$ cat src/hdl/mm_pkg.sv
// Constants and types shared by the mode configuration block.
package mm_pkg;

    // ------------------------------------------------------------
    // Register map and command byte
    // ------------------------------------------------------------
    localparam logic [4:0]  MM_ADDR_MODE   = 5'h06;
    localparam int          MM_CMD_WR_BIT  = 7;
    localparam int          MM_CMD_BITS    = 8;
    localparam int          MM_DATA_BITS   = 16;
    localparam logic [15:0] MM_MODE_RESET  = 16'h0000;

    // ------------------------------------------------------------
    // Field positions of the operating configuration register
    // ------------------------------------------------------------
    localparam int MM_HP_FILTER_BYPASS    = 0;
    localparam int MM_FACTORY_TEST_LOW    = 1;
    localparam int MM_PULSE_OUTPUT_OFF    = 2;
    localparam int MM_DIP_DETECT_OFF      = 3;
    localparam int MM_RESERVED_4          = 4;
    localparam int MM_THERMAL_CONVERT_GO  = 5;
    localparam int MM_SOFT_CHIP_RESET     = 6;
    localparam int MM_CALIBRATION_SELECT  = 7;
    localparam int MM_CONV1_INPUTS_SHORT  = 8;
    localparam int MM_CONV2_INPUTS_SHORT  = 9;
    localparam int MM_CHANNEL_SWAP        = 10;
    localparam int MM_RATE_SEL_LSB        = 11;
    localparam int MM_SOURCE_SEL_LSB      = 13;
    localparam int MM_FACTORY_TEST_HIGH   = 15;

    // ------------------------------------------------------------
    // Waveform rate and source encodings
    // ------------------------------------------------------------
    localparam logic [1:0] MM_RATE_DIV128  = 2'h0;
    localparam logic [1:0] MM_RATE_DIV256  = 2'h1;
    localparam logic [1:0] MM_RATE_DIV512  = 2'h2;
    localparam logic [1:0] MM_RATE_DIV1024 = 2'h3;
    localparam logic [9:0] MM_MASK_DIV128  = 10'h07f;
    localparam logic [9:0] MM_MASK_DIV256  = 10'h0ff;
    localparam logic [9:0] MM_MASK_DIV512  = 10'h1ff;
    localparam logic [9:0] MM_MASK_DIV1024 = 10'h3ff;
    localparam logic [1:0] MM_SRC_POWER    = 2'h0;
    localparam logic [1:0] MM_SRC_RESERVED = 2'h1;
    localparam logic [1:0] MM_SRC_CHAN1    = 2'h2;
    localparam logic [1:0] MM_SRC_CHAN2    = 2'h3;

    // ------------------------------------------------------------
    // Timing
    // ------------------------------------------------------------
    localparam int MM_CLK_PERIOD_NS = 20;
    localparam int MM_SOFT_RST_NS   = 18000;
    localparam int MM_SOFT_RST_CYC  = MM_SOFT_RST_NS / MM_CLK_PERIOD_NS;

    typedef enum logic [1:0] {
        MM_ST_CMD,
        MM_ST_DATA,
        MM_ST_IGNORE
    } mm_state_t;

endpackage

$ cat src/hdl/mm_ctl_if.sv
// Waveform rate selection and update tick between top and divider.
`timescale 1ns/1ps
interface mm_ctl_if;
    logic [1:0] rate_sel;
    logic       tick;
    modport ctl (output rate_sel, input  tick);
    modport div (input  rate_sel, output tick);
endinterface

$ cat src/hdl/mm_hold_timer.sv
// One-shot timer holding a busy level for a fixed number of cycles.
`timescale 1ns/1ps
module mm_hold_timer #(
    parameter int CYCLES = 900
) (
    input  wire logic i_core_clk,
    input  wire logic i_reset_n,
    input  wire logic i_start,
    output logic      o_busy
);

    localparam int CW = $clog2(CYCLES + 1);

    logic [CW-1:0] cnt_r;
    logic          busy_r;

    initial begin
        if (CYCLES < 1) $error("mm_hold_timer: CYCLES must be at least 1");
    end

    assign o_busy = busy_r;

    always_ff @(posedge i_core_clk or negedge i_reset_n) begin
        if (!i_reset_n) begin
            cnt_r  <= '0;
            busy_r <= 1'b0;
        end else if (i_start) begin
            cnt_r  <= CW'(CYCLES - 1);
            busy_r <= 1'b1;
        end else if (cnt_r != '0) begin
            cnt_r  <= cnt_r - CW'(1);
        end else begin
            busy_r <= 1'b0;
        end
    end

endmodule

$ cat src/hdl/mm_mode_top.sv
// Operating configuration register with its serial access and controls.
//
// How it works
// RULE_01: Every controlled function follows the value written into the operating configuration register at address 06H.
// RULE_02: Bit 0 set bypasses the current channel high-pass filter, clear keeps it active.
// RULE_03: The host writes zero to factory test bit 1; the block stores it and gives it no function.
// RULE_04: Bit 2 set silences the power-proportional pulse output, clear lets pulses through.
// RULE_05: Bit 3 set suppresses all line dip events for as long as it stays set.
// RULE_06: Writing one to bit 5 starts a temperature conversion and the bit clears itself when it completes; a write that also sets bit 6 starts none.
// RULE_07: Writing one to bit 6 resets the chip, and no serial transfer is accepted for 18 us afterwards.
// RULE_08: Bit 7 selects calibration mode when set and normal measurement when clear.
// RULE_09: Bit 8 set shorts the two inputs of converter 1 together.
// RULE_10: Bit 9 set shorts the two inputs of converter 2 together.
// RULE_11: Bit 10 set exchanges the two analog channels between the converters.
// RULE_12: Bits 12:11 set the waveform update rate to the clock divided by 128, 256, 512 or 1024.
// RULE_13: Bits 14:13 choose which sampled signal is loaded into the waveform register at each update.
// RULE_14: Source code 00 is filtered active power, 01 reserved, 10 channel 1 and 11 channel 2.
// RULE_15: The host writes zero to factory test bit 15; the block stores it and gives it no function.
// RULE_16: Each access opens with a command byte holding a write flag and a five-bit address, then the data follows.
// RULE_17: Reserved bit 4 is stored as written and controls nothing.
`timescale 1ns/1ps
module mm_mode_top #(
    parameter int SAMPLE_W     = 24,
    parameter int SOFT_RST_CYC = mm_pkg::MM_SOFT_RST_CYC
) (
    input  wire logic                i_core_clk,
    input  wire logic                i_reset_n,
    input  wire logic                i_sclk,
    input  wire logic                i_sdin,
    input  wire logic                i_cs_n,
    output logic                     o_sdout,
    input  wire logic                i_thermal_done,
    input  wire logic                i_power_pulse,
    input  wire logic                i_dip_raw,
    input  wire logic [SAMPLE_W-1:0] i_power_sample,
    input  wire logic [SAMPLE_W-1:0] i_chan1_sample,
    input  wire logic [SAMPLE_W-1:0] i_chan2_sample,
    output logic                     o_hp_filter_bypass,
    output logic                     o_power_freq_output,
    output logic                     o_dip_event,
    output logic                     o_thermal_start,
    output logic                     o_soft_chip_reset,
    output logic                     o_calibration_select,
    output logic                     o_conv1_inputs_shorted,
    output logic                     o_conv2_inputs_shorted,
    output logic                     o_channel_swap,
    output logic [SAMPLE_W-1:0]      o_waveform,
    output logic                     o_waveform_new
);
    import mm_pkg::*;

    initial begin
        if (SAMPLE_W < 1 || SAMPLE_W > 32)
            $error("mm_mode_top: SAMPLE_W must be 1 to 32");
        if (SOFT_RST_CYC < 1)
            $error("mm_mode_top: SOFT_RST_CYC must be at least 1");
    end

    // ------------------------------------------------------------
    // Declarations
    // ------------------------------------------------------------
    mm_state_t             state_r;
    mm_state_t             state_nxt;
    logic [15:0]           mode_r;
    logic [15:0]           mode_nxt;
    logic [15:0]           shift_r;
    logic [15:0]           tx_r;
    logic [4:0]            bits_r;
    logic                  cmd_wr_r;
    logic [4:0]            cmd_addr_r;
    logic                  sclk_q_r;
    logic                  sdout_r;
    logic                  pulse_r;
    logic                  dip_r;
    logic                  start_r;
    logic                  wave_new_r;
    logic [SAMPLE_W-1:0]   wave_r;
    logic                  rise;
    logic                  fall;
    logic                  cmd_done;
    logic                  data_done;
    logic [15:0]           word_in;
    logic [7:0]            cmd_in;
    logic                  mode_hit;
    logic                  mode_write;
    logic                  go_thermal;
    logic                  go_reset;
    logic                  rst_busy;
    logic                  src_load;
    logic [SAMPLE_W-1:0]   src_sample;
    logic [1:0]            src_sel;
    logic [1:0]            rate_sel;

    mm_ctl_if ctl ();

    // ------------------------------------------------------------
    // Serial framing
    // ------------------------------------------------------------
    // Inputs are synchronous, so one stage suffices for edge finding.
    // Frames are discarded while the soft reset is in progress.
    assign rise      = i_sclk & ~sclk_q_r & ~i_cs_n & ~rst_busy;
    assign fall      = ~i_sclk & sclk_q_r & ~i_cs_n & ~rst_busy;
    assign word_in   = {shift_r[14:0], i_sdin};
    assign cmd_in    = word_in[7:0];
    assign cmd_done  = rise && (state_r == MM_ST_CMD)
                       && (bits_r == 5'(MM_CMD_BITS - 1));  // RULE_16
    assign data_done = rise && (state_r == MM_ST_DATA)
                       && (bits_r == 5'(MM_DATA_BITS - 1));
    assign mode_hit  = (cmd_addr_r == MM_ADDR_MODE);
    assign mode_write = data_done & cmd_wr_r & mode_hit;  // RULE_16

    always_comb begin
        state_nxt = state_r;
        case (state_r)
            MM_ST_CMD: begin
                if (cmd_done) begin
                    state_nxt = MM_ST_DATA;
                end
            end
            MM_ST_DATA: begin
                if (data_done) begin
                    state_nxt = MM_ST_IGNORE;
                end
            end
            // Surplus bits are dropped until the frame closes.
            MM_ST_IGNORE: begin
                state_nxt = MM_ST_IGNORE;
            end
            default: begin
                state_nxt = MM_ST_CMD;
            end
        endcase
        if (i_cs_n || rst_busy) begin
            state_nxt = MM_ST_CMD;
        end
    end

    always_ff @(posedge i_core_clk or negedge i_reset_n) begin
        if (!i_reset_n) begin
            state_r  <= MM_ST_CMD;
            sclk_q_r <= 1'b0;
        end else begin
            state_r  <= state_nxt;
            sclk_q_r <= i_sclk;
        end
    end

    always_ff @(posedge i_core_clk or negedge i_reset_n) begin
        if (!i_reset_n) begin
            bits_r  <= 5'h00;
            shift_r <= 16'h0000;
        end else if (i_cs_n || rst_busy || cmd_done || data_done) begin
            bits_r  <= 5'h00;
            shift_r <= 16'h0000;
        end else if (rise) begin
            bits_r  <= bits_r + 5'h01;
            shift_r <= word_in;
        end
    end

    always_ff @(posedge i_core_clk or negedge i_reset_n) begin
        if (!i_reset_n) begin
            cmd_wr_r   <= 1'b0;
            cmd_addr_r <= 5'h00;
        end else if (cmd_done) begin
            cmd_wr_r   <= cmd_in[MM_CMD_WR_BIT];  // RULE_16
            cmd_addr_r <= cmd_in[4:0];
        end
    end

    // ------------------------------------------------------------
    // Read-back shifter
    // ------------------------------------------------------------
    // Unmapped addresses read as zero; read-back shows the live
    // register, so the conversion bit falls once the conversion ends.
    always_ff @(posedge i_core_clk or negedge i_reset_n) begin
        if (!i_reset_n) begin
            tx_r    <= 16'h0000;
            sdout_r <= 1'b0;
        end else if (cmd_done) begin
            tx_r <= (!cmd_in[MM_CMD_WR_BIT] && cmd_in[4:0] == MM_ADDR_MODE)
                    ? mode_r : 16'h0000;
        end else if (fall && state_r == MM_ST_DATA) begin
            sdout_r <= tx_r[15];
            tx_r    <= {tx_r[14:0], 1'b0};
        end else if (i_cs_n) begin
            sdout_r <= 1'b0;
        end
    end

    // ------------------------------------------------------------
    // Operating configuration register
    // ------------------------------------------------------------
    assign go_thermal = mode_write & word_in[MM_THERMAL_CONVERT_GO];
    assign go_reset   = mode_write & word_in[MM_SOFT_CHIP_RESET];

    always_comb begin
        mode_nxt = mode_r;
        if (i_thermal_done) begin
            mode_nxt[MM_THERMAL_CONVERT_GO] = 1'b0;  // RULE_06
        end
        if (mode_write) begin
            // Test and reserved bits are kept for read-back only.
            mode_nxt = word_in;  // RULE_01 RULE_03 RULE_15 RULE_17
            mode_nxt[MM_SOFT_CHIP_RESET] = 1'b0;
            // A fresh start wins over a completion in the same cycle.
            if (!word_in[MM_THERMAL_CONVERT_GO]) begin
                mode_nxt[MM_THERMAL_CONVERT_GO] =
                    mode_r[MM_THERMAL_CONVERT_GO] & ~i_thermal_done;
            end
        end
        if (go_reset) begin
            mode_nxt = MM_MODE_RESET;  // RULE_07
        end
    end

    always_ff @(posedge i_core_clk or negedge i_reset_n) begin
        if (!i_reset_n) begin
            mode_r <= MM_MODE_RESET;
        end else begin
            mode_r <= mode_nxt;
        end
    end

    // ------------------------------------------------------------
    // Soft reset hold-off
    // ------------------------------------------------------------
    // The hold time is rounded down, so the device is always ready
    // again by the time a host that waits 18 us starts talking.
    mm_hold_timer #(
        .CYCLES (SOFT_RST_CYC)
    ) u_rst_timer (
        .i_core_clk (i_core_clk),
        .i_reset_n  (i_reset_n),
        .i_start    (go_reset),
        .o_busy     (rst_busy)
    );  // RULE_07

    // ------------------------------------------------------------
    // Function controls
    // ------------------------------------------------------------
    always_ff @(posedge i_core_clk or negedge i_reset_n) begin
        if (!i_reset_n) begin
            pulse_r <= 1'b0;
            dip_r   <= 1'b0;
            start_r <= 1'b0;
        end else begin
            pulse_r <= i_power_pulse & ~mode_r[MM_PULSE_OUTPUT_OFF];  // RULE_04
            dip_r   <= i_dip_raw & ~mode_r[MM_DIP_DETECT_OFF];  // RULE_05
            start_r <= go_thermal & ~go_reset;  // RULE_06
        end
    end

    assign o_hp_filter_bypass     = mode_r[MM_HP_FILTER_BYPASS];  // RULE_02
    assign o_calibration_select   = mode_r[MM_CALIBRATION_SELECT];  // RULE_08
    assign o_conv1_inputs_shorted = mode_r[MM_CONV1_INPUTS_SHORT];  // RULE_09
    assign o_conv2_inputs_shorted = mode_r[MM_CONV2_INPUTS_SHORT];  // RULE_10
    assign o_channel_swap         = mode_r[MM_CHANNEL_SWAP];  // RULE_11
    assign o_power_freq_output    = pulse_r;
    assign o_dip_event            = dip_r;
    assign o_thermal_start        = start_r;
    assign o_soft_chip_reset      = rst_busy;
    assign o_sdout                = sdout_r;

    // ------------------------------------------------------------
    // Waveform register
    // ------------------------------------------------------------
    assign rate_sel     = mode_r[MM_RATE_SEL_LSB +: 2];
    assign ctl.rate_sel = rate_sel;  // RULE_12
    assign src_sel      = mode_r[MM_SOURCE_SEL_LSB +: 2];

    mm_rate_div u_rate_div (
        .i_core_clk (i_core_clk),
        .i_reset_n  (i_reset_n),
        .ctl        (ctl)
    );

    // The reserved source loads nothing, so the register holds its
    // last value and no new-data pulse is raised.
    assign src_sample = (src_sel == MM_SRC_CHAN1) ? i_chan1_sample :
                        (src_sel == MM_SRC_CHAN2) ? i_chan2_sample :
                                                    i_power_sample;  // RULE_14
    assign src_load   = ctl.tick && (src_sel != MM_SRC_RESERVED);  // RULE_14

    always_ff @(posedge i_core_clk or negedge i_reset_n) begin
        if (!i_reset_n) begin
            wave_r     <= '0;
            wave_new_r <= 1'b0;
        end else begin
            wave_new_r <= src_load;
            if (src_load) begin
                wave_r <= src_sample;  // RULE_13
            end
        end
    end

    assign o_waveform     = wave_r;
    assign o_waveform_new = wave_new_r;

endmodule

$ cat src/hdl/mm_rate_div.sv
// Waveform update rate divider producing a one-cycle tick.
`timescale 1ns/1ps
module mm_rate_div
    import mm_pkg::*;
(
    input  wire logic i_core_clk,
    input  wire logic i_reset_n,
    mm_ctl_if.div     ctl
);

    logic [9:0] cnt_r;
    logic       tick_r;
    logic [9:0] mask;
    logic       wrap;

    // ------------------------------------------------------------
    // Divider
    // ------------------------------------------------------------
    // All ratios are powers of two, so one free counter serves them all.
    assign mask = (ctl.rate_sel == MM_RATE_DIV128) ? MM_MASK_DIV128 :
                  (ctl.rate_sel == MM_RATE_DIV256) ? MM_MASK_DIV256 :
                  (ctl.rate_sel == MM_RATE_DIV512) ? MM_MASK_DIV512 :
                                                     MM_MASK_DIV1024;
    assign wrap = &(cnt_r | ~mask);  // RULE_12
    assign ctl.tick = tick_r;

    always_ff @(posedge i_core_clk or negedge i_reset_n) begin
        if (!i_reset_n) begin
            cnt_r  <= 10'h000;
            tick_r <= 1'b0;
        end else begin
            cnt_r  <= cnt_r + 10'h001;
            tick_r <= wrap;
        end
    end

endmodule

$ cat config.mk
export PLATFORM = sky130hd
export DESIGN_NAME = mm_mode_top
export DESIGN_NICKNAME = d
export VERILOG_FILES = /design/src/hdl/mm_pkg.sv /design/src/hdl/mm_ctl_if.sv /design/src/hdl/mm_hold_timer.sv /design/src/hdl/mm_mode_top.sv /design/src/hdl/mm_rate_div.sv
export SDC_FILE = /design/constraint.sdc
export NUM_CORES = 1
export LEC_CHECK = 0
export ABC_AREA = 1
export BUFFER_PORTS_ARGS = -buffer_cell sky130_fd_sc_hd__clkbuf_2
export CAP_MARGIN = 20
export CORE_MARGIN = 8
export CORE_UTILIZATION = 45
export DETAILED_ROUTE_END_ITERATION = 16
export GPL_TIMING_DRIVEN = 0
export PLACE_DENSITY_LB_ADDON = 0.12
export RECOVER_POWER = 25
export SYNTH_ARGS = -nofsm -noshare
export SYNTH_HDL_FRONTEND = slang
export SYNTH_SLANG_ARGS = --single-unit
$ cat constraint.sdc
create_clock -name i_core_clk -period 2.6 [get_ports i_core_clk]
set_input_delay 0.52 -clock i_core_clk [delete_from_list [all_inputs] [get_ports i_core_clk]]
set_output_delay 0.52 -clock i_core_clk [all_outputs]
set_load 0.01 [all_outputs]
# [Yosys cells after proc, flatten, opt, wreduce, memory -nomap -nowiden]
# Index checks and enable logic that the tools add are counted.
# Widths: inputs -> output; s select.
[word_totals] register_bits=112 word_cells=110
[classes] addsub=3 n_eq_ne=14 n_mux=26 bitwise_logic=25 n_reduce_logical=23
[ops] operator="$mux 16" n=5
[ops] operator="$mux 10" n=5
[ops] operator="$mux 24" n=2
[ops] operator="$mux 15" n=2
[ops] operator="$eq 5x3->1 const B" n=3
[ops] operator="$and 1x1->1" n=14
[ops] operator="$add 10x1->10 const B" n=1
[ops] operator="$mux 5" n=2
[ops] operator="$not 10->10" n=1
[ops] operator="$or 10x10->10" n=1
[ops] operator="$reduce_and 10->1" n=1
[ops] operator="$reduce_bool 10->1" n=1
[ops] operator="$reduce_bool 2->1" n=5
[ops] operator="$sub 10x1->10 const B" n=1
[ops] operator="$not 1->1" n=9
[ops] operator="$eq 2x2->1 const B" n=4
[ops] operator="$logic_and 1x1->1" n=7
[ops] operator="$mux 1" n=6
[ops] operator="$mux 2" n=3
[ops] operator="$ne 3x2->1 const B" n=2
[ops] operator="$pmux 2 s3" n=1
[ops] operator="$add 5x1->5 const B" n=1
[ops] operator="$eq 5x4->1 const B" n=1
[ops] operator="$eq 2x1->1 const B" n=2
[ops] operator="other kinds (7)" n=11

# [Depth between registers and ports, before layout]
# Gate-level depths: netlist (run 1).
[depth] depth_word=11 mapped_depth=11

# [By module]
# From an unflattened synthesis (run 1), not the netlist that was laid out.
[hier_totals] hier_cells=666 area_unflattened_um2=5511.5
[by_module_without_submodules] mod="mm_mode_top" n_inst=1 cells_per_inst=508 area_each_um2=4299.1 seq_area_each_um2=2227.1
[by_module_without_submodules] mod="mm_hold_timer" n_inst=1 cells_per_inst=94 area_each_um2=671.9 seq_area_each_um2=275.3
[by_module_without_submodules] mod="mm_rate_div" n_inst=1 cells_per_inst=64 area_each_um2=540.5 seq_area_each_um2=275.3

# [Least setup slack after synthesis (run 1)]
# OpenSTA, ideal clock, no wires.
[synth_timing] path_kind="reg2reg" startpoint="reg bits_r[0]" endpoint="reg u_rst_timer.cnt_r[5]" setup_ns=0.121 arrival_time_ns=1.554 t_required_ns=2.479 setup_slack_ns=0.924 path_stages_with_launch=11 synth_period_minus_slack_ns=1.676 cell_sequence="dfrtp_1 > ha_1 > nand2_1 > nor2_1 > ha_1 > nand3_1 > nor2_4 > nand3_1 > buf_2 > o21ai_0 > nor2_1"
[synth_between] elab_chain_cells=6 word_cells_on_any_way=7
[synth_lines] element="from (decl)" line="mm_mode_top.sv:68" rtl="logic [4:0] bits_r;"
[synth_lines] element="from (signal assigned)" line="mm_mode_top.sv:156" rtl="bits_r <= bits_r + 5'h01;"
[synth_lines] element="$eq 5x4->1 *" line="mm_mode_top.sv:108" rtl="&& (bits_r == 5'(MM_DATA_BITS - 1));"
[synth_lines] element="$logic_and 1x1->1 *" line="mm_mode_top.sv:108"
[synth_lines] element="$and 1x1->1 * (2 in a row)" line="mm_mode_top.sv:110" rtl="assign mode_write = data_done & cmd_wr_r & mode_hit;"
[synth_lines] element="$and 1x1->1 *" line="mm_mode_top.sv:195" rtl="assign go_reset = mode_write & word_in[MM_SOFT_CHIP_RESET];"
[synth_lines] element="$mux 10 / $reduce_bool 2->1 (equally long branches)"
[synth_lines] element="to (signal assigned)" line="mm_hold_timer.sv:28" rtl="cnt_r <= CW'(CYCLES - 1);"
[synth_lines] element="to (signal assigned)" line="mm_hold_timer.sv:31" rtl="cnt_r <= cnt_r - CW'(1);"
[synth_lines] element="to (decl)" line="mm_hold_timer.sv:14" rtl="logic [CW-1:0] cnt_r;"
# Every way passes the cells marked *; elsewhere a longest branch is shown, timed or not.
# A chain may end at the register's enable or synchronous reset.

# [Worst setup path in the final report (run 1)]
# Ends and elaborated chain as after synthesis.

==> results of run 1 <==
-- cells by family after synthesis --
| group | Yosys count | share of synthesized area |
|---|---|---|
| xor+xnor | 11 | 0.0180 |
| fa+ha+maj | 6 | 0.0140 |
| compound gates | 76 | 0.0899 |
| simple gates | 366 | 0.292 |
| flops | 111 | 0.520 |
| buf+inv | 86 | 0.0662 |
-- worst max path at each step --
stage | start | to | slack [ns] | depth (start not counted)
floorplan | bits_r[0]$_DFFE_PN0P_ | u_rst_timer.cnt_r[5]$_DFFE_PN0P_ | 0.92 | 10
global placement | i_reset_n | bits_r[2]$_DFFE_PN0P_ | -0.59 | 1
detailed placement | bits_r[0]$_DFFE_PN0P_ | u_rst_timer.cnt_r[4]$_DFFE_PN0P_ | 0.66 | 10
CTS | bits_r[0]$_DFFE_PN0P_ | u_rst_timer.cnt_r[5]$_DFFE_PN0P_ | 0.65 | 10
global route | bits_r[0]$_DFFE_PN0P_ | u_rst_timer.cnt_r[5]$_DFFE_PN0P_ | 0.40 | 10
finish | bits_r[0]$_DFFE_PN0P_ | u_rst_timer.cnt_r[5]$_DFFE_PN0P_ | 0.65 | 10
-- final cells by class --
cell class | instances | area (um^2) | share of cell area
timing repair buffer | 114 | 572 | 0.0893
inverter | 55 | 206 | 0.0323
tap | 147 | 184 | 0.0287
buffer | 31 | 148 | 0.0231
sequential | 111 | 2780 | 0.434
clock inverter | 5 | 56.3 | 0.00880
clock buffer | 11 | 243 | 0.0379
multi-input combinational | 459 | 2210 | 0.346
-- through the flow --
step,setup slack [ns],hold WS (ns)
floorplan,0.924,0.224
global placement,-0.587,0.433
detailed placement,0.664,0.442
CTS,0.650,0.317
global route,0.402,0.400
finish,0.650,0.405
-- power by group --
part | internal, W | total, W | switching (W)
Clock | 0.000774 | 0.00140 | 0.000622
Sequential | 0.00173 | 0.00173 | 0.00000123
Combinational | 0.0000512 | 0.000127 | 0.0000758
-- sequential cells by signal (all words and copies together), names as in the netlist, 2 cells and up --
register / count
u_rst_timer.cnt_r: 10
shift_r: 15
bits_r: 5
state_r: 2
tx_r: 16
cmd_addr_r: 5
u_rate_div.cnt_r: 10
o_waveform: 24
mode_r: 15
-- cell usage after synthesis --
cell type / n / area, um^2
a21boi_0: 1 / 7.51
a21boi_1: 1 / 7.51
a21o_1: 1 / 7.51
a21oi_1: 22 / 110
a41oi_1: 24 / 210
buf_2: 12 / 60.1
buf_4: 2 / 15.0
buf_6: 1 / 11.3
clkbuf_1: 15 / 56.3
clkbuf_2: 1 / 5.00
dfrtp_1: 111 / 2780
ha_1: 6 / 75.1
inv_1: 52 / 195
inv_2: 3 / 11.3
nand2_1: 184 / 691
nand2_2: 2 / 12.5
nand3_1: 80 / 400
nand3_2: 2 / 20.0
nand3b_1: 1 / 7.51
nand4_1: 6 / 37.5
nor2_1: 79 / 297
nor2_2: 2 / 12.5
nor2_4: 3 / 33.8
nor3_1: 3 / 15.0
nor3_4: 1 / 16.3
nor3b_1: 1 / 7.51
o211ai_1: 1 / 7.51
o21ai_0: 26 / 130
or2_2: 2 / 12.5
xnor2_1: 1 / 8.76
xor2_1: 10 / 87.6
-- layer usage --
layer	vias up	share of wire	global-route usage
met5	-	0	0
met4	0	0.018	0.0530
met3	23	0.062	0.0574
met2	135	0.47	0.276
met1	2180	0.45	0.218
li1	2380	-	-
-- worst register-to-register path: stages (launching register included) --
cell and delay (ns):
dfrtp_1 0.39, ha_1 0.21, nand2_1 0.10, nor2_1 0.10, ha_1 0.17, nand3_1 0.14
nor2_4 0.19, nand3_1 0.16, buf_2 0.23, o21ai_0 0.09, nor2_1 0.06
==> flow_summary.ini, run 1 <==
[detailed_routing]
vias_per_cell = 5.06
drt_pass1_iterations = 4
drt_wl_total_um = 13200
drc = 0
ant_nets = 0
wire_per_inst_um = 14.1
drt_iter0_markers = 302
dr_total_vias = 4718

[grt]
antenna_found_initial = 0
grt_pass1_vias = 4711
grt_remaining_overflow = 0
grt_max_degree = 112
grt_use_total = 0.173
grt_pass1_wl_um = 22500

[power]
p_per_area_nw_per_um2 = 508
power_w = 0.00325
ir_drop_mv = 0.403
p_leak_nw = 2.97

[sta]
setup_viol = 0
fin_setup_tns_ns = 0
maxSlewHeadroom = 0.00525
worst_slew_pin_slew_ns = 1.49
max_freq_mhz = 513
drv_slew = 0
finalHoldViolations = 0
layout_min_cycle_time_ns = 1.95
timing.final.crit_share = 0.750
skew_ns = 0.0101
grt_setup_unrepaired = no

[clocking]
cts_tree = built
htree_num_levels = 3
cts_root_buffer = clkbuf_16
cts.sinks = 111
clockBufferDepth = 2
cts_setup_buffers = 0
clkLatencyLatePin_ns = 0.35
cts_made_buffers = 9
ctsResizeCount = 0
clk_pin_slew_worst_paths_ns = 0.07
hold_buffers = 0

[worst_setup_path]
r2r-end = u_rst_timer.cnt_r[5]$_DFFE_PN0P_
required_ns = 2.84
crit_family = simple AND/OR/NAND/NOR gates
r2r-start = bits_r[0]$_DFFE_PN0P_
endpoint_kind = register
r2r_cells = 10
crit_chain = ha_1 -> nand2_1 -> nor2_1 -> ha_1 -> nand3_1 -> nor2_4 -> nand3_1 -> buf_2 -> o21ai_0 -> nor2_1
slowest_delay_ns = 0.39
worst-r2r-setup-slack_ns = 0.65
critical_path_peak_fanout = 10
startpoint_type = register
cp.arrival_ns = 2.19
crit_type = register to register
cpMaxStageDelayCell = dfrtp_1
worst-path-buf-inv = 1

[placement]
place_area_um2 = 6110
gp_congestion = 0.820
post-dp-hpwl_um = 9950
io_buffers = 114
dp_cells = 917

[final_layout]
final_common_cell = nand2_1
drive_above_1_share = 0.202
diodes = 0
final_util = 0.542
final_area_um2 = 6400
nets = 867
syn_to_final_growth_pct = 19.7
mostFrequentLayoutCells = nand2_1 (184), clkbuf_2 (113), dfrtp_1 (111)
fillers = 1145
layout.cells.non_filler = 933

[run_status]
status = finished, final reports clean

[floorplan]
die_area_um2 = 15600
coreArea_um2 = 11800
initial_core_util = 0.453
die_h_um = 125
die_width_um = 125
io_pins = 115
rows = 40

[min_path]
hp-start = i_sclk
hold_path_end = sclk_q_r$_DFF_PN0_
hold_class = input port to register
hold_depth = 1

[synthesis]
synth_fp_nets = 742
ys_ff_latch = 111
syn-cell-area_um2 = 5350
seq_area_frac_synth = 0.520
avgSynthCellArea_um2 = 8.15
ys_types = 31
netlist_instances = 656
ys_warn_count = 0

[flow_run]
maxCapViolCount = 0
No activity file was read; power rests on OpenSTA's default activity.
==> inputs of run 2 (changes only) <==
- ABC_AREA: 1 -> 0
- clock period: 2.6 -> 2 ns (I/O delays scaled with it)
==> flow_summary.ini, run 2 <==
[grt]
antenna_found_initial = 0
grt_pass1_wl_um = 22200
grt_use_total = 0.170
grt_remaining_overflow = 0
grt_pass1_vias = 4383
grt_max_degree = 112

[detailed_routing]
drc = 0
wire_per_inst_um = 16.6
drt_wl_total_um = 13400
vias_per_cell = 5.40
dr_total_vias = 4350
ant_nets = 0
drt_iter0_markers = 261
drt_pass1_iterations = 4

[min_path]
hold_class = input port to register

[final_layout]
final_common_cell = clkbuf_2
drive_above_1_share = 0.289
mostFrequentLayoutCells = clkbuf_2 (113), dfrtp_1 (111), nand2_1 (74)
largest_reg_flops = 24
nets = 739
diodes = 0
syn_to_final_growth_pct = 21.6

[worst_setup_path]
critical_path_peak_fanout = 8
cp.arrival_ns = 2.19
required_ns = 2.23
endpoint_kind = register
startpoint_type = register
crit_type = register to register

[synthesis]
synth-xor-area-share = 0.0241
muxShareOfSynthArea = 0.108
yosysTopAreaCell = dfrtp_1
yosysMostFrequentCell = dfrtp_1
synth_simple_gate_area_frac = 0.184
synthArstFlopShare = 1.00
ys_ff_latch = 111
synth_fa_ha_area_frac = 0.0138
ys_types = 46
synth_top_area_frac = 0.510
avgSynthCellArea_um2 = 10.4
syn-cell-area_um2 = 5440
synth_ff_type = dfrtp_1
synth_fp_nets = 609
ys_warn_count = 0
synthTopCellsByArea = dfrtp_1 (51%), mux2_2 (6.2%), nand2_1 (5.1%)
seq_area_frac_synth = 0.510
synth_top_family_by_area = simple AND/OR/NAND/NOR gates
synth_compound_area_frac = 0.124
netlist_instances = 523
synth_edf_count = 0
ys_top_cells_by_count = dfrtp_1 (111), nand2_1 (74), a21oi_1 (45)

[placement]
pre_cts_ws_ns = -0.112
io_buffers = 114
gp_congestion = 0.789
post-dp-hpwl_um = 9840

[flow_run]
maxCapViolCount = 0

[sta]
skew_ns = 0.00811
timing.final.crit_share = 0.981
layout_min_cycle_time_ns = 1.96
worst_slew_pin_slew_ns = 1.50
drv_slew = 0
max_freq_mhz = 509
hold_ws_ns = 0.253
maxSlewHeadroom = 0.0000329
finalHoldViolations = 0
setup_ws_ns = 0.0372
setup_viol = 0
grt_setup_unrepaired = yes

[clocking]
cts_tree = built
htree_num_levels = 3
clk_pin_slew_worst_paths_ns = 0.07
cts_root_buffer = clkbuf_16
hold_buffers = 0
clkLatencyLatePin_ns = 0.35
clockBufferDepth = 2
cts.sinks = 111
cts_made_buffers = 9

[floorplan]
rows = 40
die_h_um = 126
die_area_um2 = 15900
initial_core_util = 0.457
coreArea_um2 = 11900
io_pins = 115
die_width_um = 126

[power]
p_leak_nw = 3.14
power_w = 0.00434
p_per_area_nw_per_um2 = 656
ir_drop_mv = 0.491

[run_status]
status = finished, final reports clean
-- run 2: changes by cell type after synthesis, sizes merged, moves of 24 or more --
cell | before | now
mux2 | 0 | 30
a41oi | 24 | 0
nor2 | 84 | 16
nand3 | 82 | 11
inv | 55 | 11
o22ai | 0 | 24
nand2 | 186 | 74
nand2b | 0 | 27
mux2i | 0 | 25
-- run 2: final timing paths --
kind,startpoint,end,slack [ns],cells past startpoint
setup / recovery,bits_r[1]$_DFFE_PN0P_,u_rst_timer.cnt_r[9]$_DFFE_PN0P_,0.04,8
hold / removal,i_sclk,sclk_q_r$_DFF_PN0_,0.25,1
setup reg to reg,bits_r[1]$_DFFE_PN0P_,u_rst_timer.cnt_r[9]$_DFFE_PN0P_,0.04,8
hold reg to reg,mode_r[3]$_DFFE_PN0P_,o_dip_event$_DFF_PN0_,0.47,1
max in group asynchronous,i_reset_n,o_waveform[1]$_DFFE_PN0P_,0.61,1
min in group asynchronous,i_reset_n,o_waveform[18]$_DFFE_PN0P_,0.42,1
-- run 2: kinds of logic (layout without fill, tap and decap cells) --
| logic type | count (synthesis) | after routing |
|---|---|---|
| AO/OA/AOI/OAI | 106 | 106 |
| XOR/XNOR | 15 | 15 |
| adder cells (fa/ha/maj) | 6 | 6 |
| buffers and inverters | 45 | 180 |
| flip-flops | 111 | 111 |
| multiplexers | 55 | 55 |
| AND/OR/NAND/NOR | 185 | 185 |
-- run 2: area by class of cell --
cell class	instances	area, um^2
Timing Repair Buffer	120	617
Inverter	12	45.0
Sequential cell	111	2780
Fill cell	1103	5290
Buffer	32	151
Clock inverter	7	95.1
Multi-Input combinational cell	367	2530
Clock buffer	9	225
Tap cell	147	184
-- run 2: power breakdown --
group	total [W]	switching [W]	internal (W)
Sequential	0.00225	0.00000218	0.00225
Combinational	0.000179	0.0000903	0.0000885
Clock	0.00192	0.000815	0.00110
Total	0.00434	0.000907	0.00343
-- run 2: critical path, stage by stage, from the launching register on --
cell	delay [ns]
dfrtp_1	0.42
ha_4	0.18
and3_4	0.15
ha_4	0.16
and4b_1	0.21
and3_4	0.22
and2_4	0.17
buf_6	0.13
a211o_1	0.22
-- run 2: per-stage QoR --
step                      cells  TNS [ns]  cell area, um^2  utilization
after floorplan             523  -0.00769             5490            -
after global placement      784   -117.95             6240        0.524
after detailed placement    784    -0.876             6250        0.525
after CTS                   804   -0.0559             6610        0.555
final                       805         0             6620        0.556
after global routing        805   -0.0147             6620        0.556
-- run 2: metal layers --
| layer | vias to the layer above | part of all wire | GRT usage |
|---|---|---|---|
| met2 | 91 | 0.46 | 0.273 |
| met5 | - | 0 | 0 |
| met3 | 12 | 0.058 | 0.0346 |
| met4 | 0 | 0.010 | 0.0594 |
| li1 | 2110 | - | - |
| met1 | 2137 | 0.47 | 0.222 |
-- run 2: repair_timing --
| action | CTS | global route |
|---|---|---|
| buffers inserted | 4 | 2 |
| pin swaps | 4 | 1 |
| gates resized for setup | 1 | 6 |
| endpoints found under the setup margin | 12 | 18 |
| gates cloned | 0 | 0 |
